File: src/eic_pkg.sv
/*
 * shared constants for the external interrupt configuration block:
 * special-function register addresses, field positions and reset values.
 * assumes an 8-bit special-function register bus with 8-bit addresses.
 */
`default_nettype none

package eic_pkg;

    // register addresses on the special-function register bus
    localparam logic [7:0] EIC_ADDR_PIN_POL_CFG  = 8'he4;
    localparam logic [7:0] EIC_ADDR_EXT_PRIO_TWO = 8'hf7;
    localparam logic [7:0] EIC_ADDR_TIMER_CTRL   = 8'h88;

    // reset values
    localparam logic [7:0] EIC_RST_PIN_POL_CFG  = 8'h01;
    localparam logic [3:0] EIC_RST_EXT_PRIO_TWO = 4'h0;
    localparam logic [7:0] EIC_RDATA_IDLE       = 8'h00;

    // pin/polarity configuration fields
    localparam int EIC_B_POL_BIT   = 7;
    localparam int EIC_B_SEL_HI    = 6;
    localparam int EIC_B_SEL_LO    = 4;
    localparam int EIC_A_POL_BIT   = 3;
    localparam int EIC_A_SEL_HI    = 2;
    localparam int EIC_A_SEL_LO    = 0;

    // extended priority two fields
    localparam int EIC_PRIO_SPI_BIT  = 3;
    localparam int EIC_PRIO_RTC_BIT  = 2;
    localparam int EIC_PRIO_PORT_MATCH_PRIORITY_BIT = 1;
    localparam int EIC_PRIO_WARN_BIT = 0;
    localparam int EIC_PRIO_WIDTH    = 4;

    // timer control fields owned by this block
    localparam int EIC_A_EDGE_BIT = 0;
    localparam int EIC_A_PEND_BIT = 1;
    localparam int EIC_B_EDGE_BIT = 2;
    localparam int EIC_B_PEND_BIT = 3;

    // port width and selector width
    localparam int EIC_PORT_WIDTH = 8;
    localparam int EIC_SEL_WIDTH  = 3;

endpackage : eic_pkg

`default_nettype wire

File: src/eic_top.sv
/*
 * external interrupt configuration block: pin/polarity register, the
 * four edge/pending bits of the timer control register, the extended
 * priority two register and a two-level request classifier.
 * assumes a special-function register bus on i_mclk, port pins that are
 * asynchronous, and a cpu that pulses a vector acknowledge per external interrupt.
 */
// Notes on behaviour
// - upper four bits of extended priority two read zero, writes ignored
// - bit 3 sets second serial peripheral interrupt priority, 1 high
// - bit 2 sets oscillator-fail interrupt priority, 1 high
// - bit 1 sets port-match interrupt priority, 1 high
// - bit 0 sets supply early-warning interrupt priority, 1 high
// - each external interrupt has own polarity and edge/level choice, 1 edge
// - config bit 7: second external interrupt polarity, 1 active high
// - config bit 3: first external interrupt polarity, 1 active high
// - bits 6:4 pick which port-0 pin feeds second external interrupt
// - bits 2:0 pick which port-0 pin feeds first external interrupt
// - selected pins are only observed, never driven or disturbed
// - timer control bits 1 and 3 are the two pending flags
// - edge mode: flag clears when the cpu vectors to that routine
// - level mode: flag mirrors whether the input is at active level
`timescale 1ns/1ps
`default_nettype none

module eic_top
    import eic_pkg::*;
(
    // clock and reset
    input  wire logic                      i_mclk,
    input  wire logic                      i_rst,
    // special-function register bus
    input  wire logic [7:0]                i_sfr_addr,
    input  wire logic                      i_sfr_wr,
    input  wire logic [7:0]                i_sfr_wdata,
    input  wire logic                      i_sfr_rd,
    output logic      [7:0]                o_sfr_rdata,
    // port 0 pins, observe only
    input  wire logic [EIC_PORT_WIDTH-1:0] i_port0_pins,
    // cpu vectoring
    input  wire logic                      i_ext_irq_a_vector_ack,
    input  wire logic                      i_ext_irq_b_vector_ack,
    input  wire logic                      i_ext_irq_a_high_pri,
    input  wire logic                      i_ext_irq_b_high_pri,
    input  wire logic                      i_low_service_active,
    // on-chip sources steered by extended priority two
    input  wire logic                      i_serial_periph_two_req,
    input  wire logic                      i_rtc_osc_fail_req,
    input  wire logic                      i_port_match_req,
    input  wire logic                      i_supply_warning_req,
    // pending flags and priority outputs
    output logic                           o_ext_irq_a_pending,
    output logic                           o_ext_irq_b_pending,
    output logic                           o_serial_periph_two_priority,
    output logic                           o_rtc_osc_fail_priority,
    output logic                           o_port_match_priority,
    output logic                           o_supply_warning_priority,
    // classified requests toward the cpu
    output logic                           o_high_req,
    output logic                           o_low_req,
    output logic                           o_preempt_req
);

    logic [EIC_PORT_WIDTH-1:0] pins_meta_r;
    logic [EIC_PORT_WIDTH-1:0] pins_sync_r;
    logic [7:0]                pin_pol_cfg_r;
    logic [EIC_PRIO_WIDTH-1:0] ext_prio_two_r;
    logic                      ext_irq_a_edge_mode_r;
    logic                      ext_irq_b_edge_mode_r;
    logic                      wr_cfg;
    logic                      wr_prio;
    logic                      wr_tctl;
    logic [7:0]                rd_mux;
    logic [5:0]                src_req;
    logic [5:0]                src_high;
    logic                      high_req_r;
    logic                      low_req_r;
    logic                      preempt_r;

    ////////////////////////////////////////////////////////////////////////
    // address match helper
    function automatic logic eic_hit(input logic [7:0] addr, input logic [7:0] reg_addr);
        eic_hit = (addr == reg_addr);
    endfunction : eic_hit

    assign wr_cfg  = i_sfr_wr & eic_hit(i_sfr_addr, EIC_ADDR_PIN_POL_CFG);
    assign wr_prio = i_sfr_wr & eic_hit(i_sfr_addr, EIC_ADDR_EXT_PRIO_TWO);
    assign wr_tctl = i_sfr_wr & eic_hit(i_sfr_addr, EIC_ADDR_TIMER_CTRL);

    ////////////////////////////////////////////////////////////////////////
    // two-flop synchroniser on the port pins
    always_ff @(posedge i_mclk) begin
        if (i_rst) begin
            pins_meta_r <= '0;
            pins_sync_r <= '0;
        end else begin
            pins_meta_r <= i_port0_pins;
            pins_sync_r <= pins_meta_r;
        end
    end

    ////////////////////////////////////////////////////////////////////////
    // pin selection and polarity register
    always_ff @(posedge i_mclk) begin
        if (i_rst) begin
            pin_pol_cfg_r <= EIC_RST_PIN_POL_CFG;
        end else if (wr_cfg) begin
            pin_pol_cfg_r <= i_sfr_wdata;
        end
    end

    // extended priority two, only low nibble stored
    always_ff @(posedge i_mclk) begin
        if (i_rst) begin
            ext_prio_two_r <= EIC_RST_EXT_PRIO_TWO;
        end else if (wr_prio) begin
            ext_prio_two_r <= i_sfr_wdata[EIC_PRIO_WIDTH-1:0];
        end
    end

    // edge/level mode bits in the timer control register
    always_ff @(posedge i_mclk) begin
        if (i_rst) begin
            ext_irq_a_edge_mode_r <= 1'b0;
            ext_irq_b_edge_mode_r <= 1'b0;
        end else if (wr_tctl) begin
            ext_irq_a_edge_mode_r <= i_sfr_wdata[EIC_A_EDGE_BIT];
            ext_irq_b_edge_mode_r <= i_sfr_wdata[EIC_B_EDGE_BIT];
        end
    end

    ////////////////////////////////////////////////////////////////////////
    // the two external interrupt channels
    eic_channel u_chan_a (
        .i_mclk       (i_mclk),
        .i_rst        (i_rst),
        .i_pins_sync  (pins_sync_r),
        .i_pin_select (pin_pol_cfg_r[EIC_A_SEL_HI:EIC_A_SEL_LO]),
        .i_polarity   (pin_pol_cfg_r[EIC_A_POL_BIT]),
        .i_edge_mode  (ext_irq_a_edge_mode_r),
        .i_vector_ack (i_ext_irq_a_vector_ack),
        .i_flag_wr    (wr_tctl),
        .i_flag_wdata (i_sfr_wdata[EIC_A_PEND_BIT]),
        .o_pending    (o_ext_irq_a_pending)
    );

    eic_channel u_chan_b (
        .i_mclk       (i_mclk),
        .i_rst        (i_rst),
        .i_pins_sync  (pins_sync_r),
        .i_pin_select (pin_pol_cfg_r[EIC_B_SEL_HI:EIC_B_SEL_LO]),
        .i_polarity   (pin_pol_cfg_r[EIC_B_POL_BIT]),
        .i_edge_mode  (ext_irq_b_edge_mode_r),
        .i_vector_ack (i_ext_irq_b_vector_ack),
        .i_flag_wr    (wr_tctl),
        .i_flag_wdata (i_sfr_wdata[EIC_B_PEND_BIT]),
        .o_pending    (o_ext_irq_b_pending)
    );

    ////////////////////////////////////////////////////////////////////////
    // priority outputs straight from the register
    assign o_serial_periph_two_priority = ext_prio_two_r[EIC_PRIO_SPI_BIT];
    assign o_rtc_osc_fail_priority      = ext_prio_two_r[EIC_PRIO_RTC_BIT];
    assign o_port_match_priority        = ext_prio_two_r[EIC_PRIO_PORT_MATCH_PRIORITY_BIT];
    assign o_supply_warning_priority    = ext_prio_two_r[EIC_PRIO_WARN_BIT];

    ////////////////////////////////////////////////////////////////////////
    // classify pending requests into high and low levels
    assign src_req  = {o_ext_irq_b_pending, o_ext_irq_a_pending,
                       i_serial_periph_two_req, i_rtc_osc_fail_req,
                       i_port_match_req, i_supply_warning_req};
    assign src_high = {i_ext_irq_b_high_pri, i_ext_irq_a_high_pri, ext_prio_two_r};

    always_ff @(posedge i_mclk) begin
        if (i_rst) begin
            high_req_r <= 1'b0;
            low_req_r  <= 1'b0;
            preempt_r  <= 1'b0;
        end else begin
            high_req_r <= |(src_req & src_high);
            low_req_r  <= |(src_req & ~src_high) & ~|(src_req & src_high);
            preempt_r  <= |(src_req & src_high) & i_low_service_active;
        end
    end

    assign o_high_req    = high_req_r;
    assign o_low_req     = low_req_r;
    assign o_preempt_req = preempt_r;

    ////////////////////////////////////////////////////////////////////////
    // read mux, unmapped addresses read zero
    always_comb begin
        rd_mux = EIC_RDATA_IDLE;
        if (eic_hit(i_sfr_addr, EIC_ADDR_PIN_POL_CFG)) begin
            rd_mux = pin_pol_cfg_r;
        end else if (eic_hit(i_sfr_addr, EIC_ADDR_EXT_PRIO_TWO)) begin
            rd_mux = {4'h0, ext_prio_two_r};
        end else if (eic_hit(i_sfr_addr, EIC_ADDR_TIMER_CTRL)) begin
            rd_mux = {4'h0, o_ext_irq_b_pending, ext_irq_b_edge_mode_r,
                      o_ext_irq_a_pending, ext_irq_a_edge_mode_r};
        end
    end

    // registered read data
    always_ff @(posedge i_mclk) begin
        if (i_rst) begin
            o_sfr_rdata <= EIC_RDATA_IDLE;
        end else if (i_sfr_rd) begin
            o_sfr_rdata <= rd_mux;
        end
    end

endmodule : eic_top

`default_nettype wire

File: src/eic_channel.sv
/*
 * one external interrupt channel: picks a port pin, applies polarity,
 * and keeps the pending flag in edge or level mode.
 * assumes the port pins arrive already synchronised to i_mclk.
 */
`timescale 1ns/1ps
`default_nettype none

module eic_channel
    import eic_pkg::*;
(
    // clock and reset
    input  wire logic                      i_mclk,
    input  wire logic                      i_rst,
    // configuration
    input  wire logic [EIC_PORT_WIDTH-1:0] i_pins_sync,
    input  wire logic [EIC_SEL_WIDTH-1:0]  i_pin_select,
    input  wire logic                      i_polarity,
    input  wire logic                      i_edge_mode,
    // flag control
    input  wire logic                      i_vector_ack,
    input  wire logic                      i_flag_wr,
    input  wire logic                      i_flag_wdata,
    // status
    output logic                           o_pending
);

    logic active;
    logic active_prev_r;
    logic pend_r;
    logic pend_nxt;
    logic rise;

    ////////////////////////////////////////////////////////////////////////
    // selected pin, observed only, never driven; polarity 1 = active high
    assign active = ~(i_pins_sync[i_pin_select] ^ i_polarity);
    assign rise   = active & ~active_prev_r;

    // previous active level for edge detection
    always_ff @(posedge i_mclk) begin
        if (i_rst) begin
            active_prev_r <= 1'b0;
        end else begin
            active_prev_r <= active;
        end
    end

    ////////////////////////////////////////////////////////////////////////
    // pending flag: level follows input, edge is sticky, set beats clear
    always_comb begin
        pend_nxt = pend_r;
        if (!i_edge_mode) begin
            pend_nxt = active;
        end else begin
            if (i_vector_ack) begin
                pend_nxt = 1'b0;
            end
            if (i_flag_wr) begin
                pend_nxt = i_flag_wdata;
            end
            if (rise) begin
                pend_nxt = 1'b1;
            end
        end
    end

    always_ff @(posedge i_mclk) begin
        if (i_rst) begin
            pend_r <= 1'b0;
        end else begin
            pend_r <= pend_nxt;
        end
    end

    assign o_pending = pend_r;

endmodule : eic_channel

`default_nettype wire

File: config.mk
export PLATFORM = sky130hd
export DESIGN_NAME = eic_top
export DESIGN_NICKNAME = d
export VERILOG_FILES = /design/src/eic_pkg.sv /design/src/eic_top.sv /design/src/eic_channel.sv
export SDC_FILE = /design/constraint.sdc
export NUM_CORES = 1
export LEC_CHECK = 0
export ABC_AREA = 1
export BUFFER_PORTS_ARGS = -buffer_cell sky130_fd_sc_hd__buf_2
export CAP_MARGIN = 10
export CELL_PAD_IN_SITES_DETAIL_PLACEMENT = 0
export CELL_PAD_IN_SITES_GLOBAL_PLACEMENT = 1
export CORE_ASPECT_RATIO = 1.4
export CORE_MARGIN = 5
export CORE_UTILIZATION = 36
export CTS_CLUSTER_SIZE = 28
export DETAILED_ROUTE_END_ITERATION = 8
export GPL_ROUTABILITY_DRIVEN = 0
export PLACE_DENSITY = 0.82
export SYNTH_ARGS = -nofsm -noshare
export SYNTH_HDL_FRONTEND = slang
export SYNTH_SLANG_ARGS = --single-unit
File: constraint.sdc
create_clock -name i_mclk -period 1.5 [get_ports i_mclk]
set_input_delay 0.15 -clock i_mclk [delete_from_list [all_inputs] [get_ports i_mclk]]
set_output_delay 0.15 -clock i_mclk [all_outputs]
set_load 0.1 [all_outputs]
# Word level (Yosys, flattened, before mapping)
# Index checks and enable logic that the tools add are counted.
# totals
reg_bits	45
input_bits	37
output_inout_bits	17
wordCells	55
# classes
n_lt_le_gt_ge	2
eq_ne	5
mux	15
bitwise_logic	16
n_reduce_logical	3
# op_table
operator	count
equality test 8 bit (second input constant)	3
AND 6 bit	2
OR reduction 6 bit	2
two-way mux 1 bit	10
< comparator 3 x 4 -> 1 bit (second input constant)	2
two-way mux 4 bit	2
two-way mux 8 bit	1
inequality test 4 x 2 -> 1 bit (second input constant)	2
AND 1 bit	7
binary-select mux 1 bit (select 3 bit)	2
NOT 6 bit	1
NOT 1 bit	4
XOR 1 bit	2
logical NOT 1 bit	1

# Depth between registers and ports, before layout
# logic_depth
ltp_word	7
mapped_depth	12
depth_no_buf	12

# Hierarchy
# From an unflattened synthesis, not the netlist that was laid out.
# unflattened
cells_unflattened	319
area_unflattened_um2	2180.8
# modules_own_cells
mod	n_inst	cells_per_inst	area_each_um2	seq_area_each_um2
eic_top	1	223	1645.3	820.8
eic_channel	2	48	267.8	40.0

# Worst setup path before layout
# OpenSTA, ideal clock, no wires.
# synth_path
path_type	register -> register
from	register ext_prio_two_r[3]
to	register preempt_r, in the netlist o_preempt_req
setup_time_ns	0.065
arrival_ns	1.534
required_time_ns	1.435
slack_ns	-0.099
path_stages_with_launch	7
path_buffers	0
synth_period_minus_slack_ns	1.599
path_cell_list	dfxtp_1 inv_1 o22ai_1 nor2_1 nand3_1 nand2_1 nor2_1
# synth_via
elab_chain_cells	3
# synth_rtl
item	line_no	rtl
from (decl)	eic_top.sv:67	logic [EIC_PRIO_WIDTH-1:0] ext_prio_two_r;
from (signal assigned)	eic_top.sv:117	ext_prio_two_r <= i_sfr_wdata[EIC_PRIO_WIDTH-1:0];
AND 6 bit	eic_top.sv:182	preempt_r <= |(src_req & src_high) & i_low_service_active;
OR reduction 6 bit	eic_top.sv:182	
AND 1 bit	eic_top.sv:182	
to (signal assigned)	eic_top.sv:182	
to (decl)	eic_top.sv:78	logic preempt_r;
# No other way between the ends.
# A chain may end at the register's enable or synchronous reset.

# Worst setup path in the final report
# layout_path
from	register u_chan_b.pend_r, in the netlist u_chan_b.o_pending
to	output o_ext_irq_b_pending
# layout_lines
item	line_no	rtl
from (decl)	eic_channel.sv:30	logic pend_r;
from (signal assigned)	eic_channel.sv:71	pend_r <= pend_nxt;
to (decl)	eic_top.sv:53	output logic o_ext_irq_b_pending,
# No word-level cell between the ends.

==> impl_metrics.yaml <==
clock_network:
  cts_setup_buffers: 0
  cts.repair.resized: 0
  path_clk_slew_ns: 0.08
  clockRootBuffer: "clkbuf_8"
  tritoncts: "yes"
  cts_buffer_depth: 2
  cts-buffers-inserted: 5
  postCtsHoldBufs: 0
  htreeDepth: 2
  numClockSinks: 45
  clk-insertion-delay-late_ns: 0.30
floorplanning:
  fp-row-count: 31
  die-area_um2: 7000
  fp.dieW_um: 72.2
  die_h_um: 97.0
  core-area_um2: 5240
  io_pins: 54
  start_util: 0.372
sta:
  setup_viol: 0
  fmax_ghz: 0.742
  worst_slew_pin_slew_ns: 0.498
  rsz0062_at_grt: "false"
  fin_skew_ns: 0.00440
  final-max-slew-violation-count: 0
  slew_headroom: 0.670
  hold_viol: 0
  post-route-min-period_ns: 1.35
  finalCritPeriodShare: 0.898
  fin_tns_setup_ns: 0
route:
  dr.pass1.iters: 4
  drt_iter0_markers: 51
  num_vias: 1832
  via_per_inst: 4.60
  post_drt_wl_per_cell_um: 11.8
  postRouteAntennaNets: 0
  drc: 0
  wirelength_mm: 4.70
setup_path:
  r2r_start: "pin_pol_cfg_r[0]$_SDFFE_PP1P_"
  crit_fanout: 5
  path_buf_inv: 1
  crit_cells: 1
  cp_top_family: "buffers and inverters"
  cp_cell_sequence: "buf_2"
  cp_slowest_stage_delay_ns: 0.47
  worst-r2r-cell-count: 11
  cp.arrival_ns: 1.20
  r2r-end: "u_chan_a.o_pending$_SDFFE_PP0P_"
  end_kind: "output pin"
  start_kind: "flip-flop"
  worstSetupPathType: "reg2out"
  rrSetupSlack_ns: 0.25
  cp_slowest_cell: "buf_2"
  crit_required_ns: 1.35
finish:
  num-fill-cells: 569
  syn2layout_area_growth_pct: 24.3
  utilization: 0.462
  design_area_um2: 2420
  nets: 368
  final_layout_size_suffix_gt1_frac: 0.247
  diodes: 0
hold_path:
  hold_start: "i_port0_pins[0]"
  holdPathEnd: "pins_meta_r[0]$_SDFF_PP0_"
  hold_depth: 3
  min_path_type: "in2reg"
place:
  portBuffers: 53
  dp_hpwl_mm: 3.57
  placed_cell_area_um2: 2290
power_and_ir_drop:
  p_leak_nw: 1.19
  p_per_area_nw_per_um2: 1120
  ir_worst_vdd_mv: 0.540
global_route:
  grt_pass1_wl_mm: 7.98
  grt_pass1_vias: 1800
  grt_overflow: 0
  grtUsageTotal: 0.142
  grt_max_degree: 25
  antenna_found_initial: 0
logic_synthesis:
  synthesis.area_um2: 1950
  yosys_warnings: 0
  ys_types: 25
  postSynthCellCount: 275
  avgSynthCellArea_um2: 7.08
  ys_seq_area_frac: 0.462
  syn-num-nets: 312
  synth_seq_cells: 45
outcome:
  run_status: "finished, final reports clean"
job:
  drv_cap: 0
-- registers in the layout, summed over array words and instances, names as in the netlist --
register                flops
o_preempt_req               1
ext_irq_b_edge_mode_r       1
u_chan_a.o_pending          1
u_chan_a.active_prev_r      1
pin_pol_cfg_r               8
o_sfr_rdata                 8
pins_meta_r                 8
pins_sync_r                 8
o_low_req                   1
o_high_req                  1
u_chan_b.active_prev_r      1
ext_prio_two_r              4
u_chan_b.o_pending          1
ext_irq_a_edge_mode_r       1
-- metrics by stage --
stage                     std cells  hold WS [ns]  total power [W]  setup slack [ns]
after floorplan                 275         0.219          0.00155            0.0194
after global placement          390         0.352          0.00166             0.204
after detailed placement        390         0.355          0.00166             0.204
after CTS                       398        0.0393          0.00273             0.151
after global routing            398        0.0329          0.00282             0.111
final                           398        0.0468          0.00270             0.153
-- synthesized netlist by cell type --
master / instances / area [um2]
a21oi_1: 19 / 95.1
a21oi_2: 1 / 8.76
a31oi_1: 1 / 6.26
a41oi_1: 3 / 26.3
and2b_1: 1 / 7.51
buf_6: 1 / 11.3
clkbuf_1: 5 / 18.8
dfxtp_1: 45 / 901
inv_1: 52 / 195
inv_2: 4 / 15.0
inv_4: 1 / 6.26
nand2_1: 62 / 233
nand2_2: 2 / 12.5
nand2_4: 1 / 11.3
nand3_1: 21 / 105
nand3b_1: 2 / 15.0
nand4_1: 1 / 6.26
nor2_1: 19 / 71.3
nor3_1: 2 / 10.0
nor3_2: 4 / 40.0
o211ai_1: 1 / 7.51
o21ai_0: 16 / 80.1
o21ai_1: 5 / 25.0
o21ai_2: 1 / 8.76
o22ai_1: 5 / 31.3
-- metal layers --
layer	track usage	vias up	part of all wire
met5	0	-	0
met4	0.0564	0	0.021
met3	0.0311	9	0.050
met2	0.241	37	0.49
met1	0.170	809	0.44
li1	-	977	-
-- placed cells by master, fill, tap and decap left out, types with 2 or more instances in the layout --
master	instances
buf_4	2
nand2_2	2
o21ai_1	5
nor2_1	19
buf_2	53
dfxtp_2	5
nand3_1	21
inv_1	52
nand3b_1	2
dfxtp_1	40
clkbuf_8	5
a41oi_1	3
bufinv_16	2
nor3_2	4
o21ai_0	16
inv_2	4
o22ai_1	5
nand2_1	62
nor3_1	2
a21oi_1	19
-- cells by family after synthesis --
family	after synthesis	share of synthesized area
AOI/OAI and AO/OA	52	0.148
DFF	45	0.462
buffers and inverters	63	0.127
and+or+nand+nor	115	0.263
-- report_power, final --
group | total (W) | switching [W] | internal, W
clock | 0.00107 | 0.000408 | 0.000661
sequential | 0.00126 | 0.0000213 | 0.00124
combinational | 0.000370 | 0.000275 | 0.0000952
total | 0.00270 | 0.000704 | 0.00200
-- how the worst max path moves through the flow --
stage | from | end | slack [ns]
final | u_chan_b.o_pending$_SDFFE_PP0P_ | o_ext_irq_b_pending | 0.15
after CTS | u_chan_b.o_pending$_SDFFE_PP0P_ | o_ext_irq_b_pending | 0.15
after floorplan | u_chan_b.o_pending$_SDFFE_PP0P_ | o_low_req$_SDFF_PP0_ | 0.02
after global routing | pin_pol_cfg_r[0]$_SDFFE_PP1P_ | u_chan_a.o_pending$_SDFFE_PP0P_ | 0.11
after global placement | i_sfr_addr[0] | u_chan_b.o_pending$_SDFFE_PP0P_ | 0.20
after detailed placement | i_sfr_addr[0] | u_chan_b.o_pending$_SDFFE_PP0P_ | 0.20
-- cell type report --
| class | instances | area, um2 | area share |
|---|---|---|---|
| multi-input cells | 167 | 801 | 0.331 |
| inverters | 57 | 216 | 0.0894 |
| clock buffers | 5 | 68.8 | 0.0284 |
| repair buffers | 55 | 280 | 0.116 |
| well taps | 66 | 82.6 | 0.0341 |
| flip-flops and latches | 45 | 907 | 0.375 |
| clock inverters | 3 | 65.1 | 0.0269 |
(Power assumes the default switching activity.)
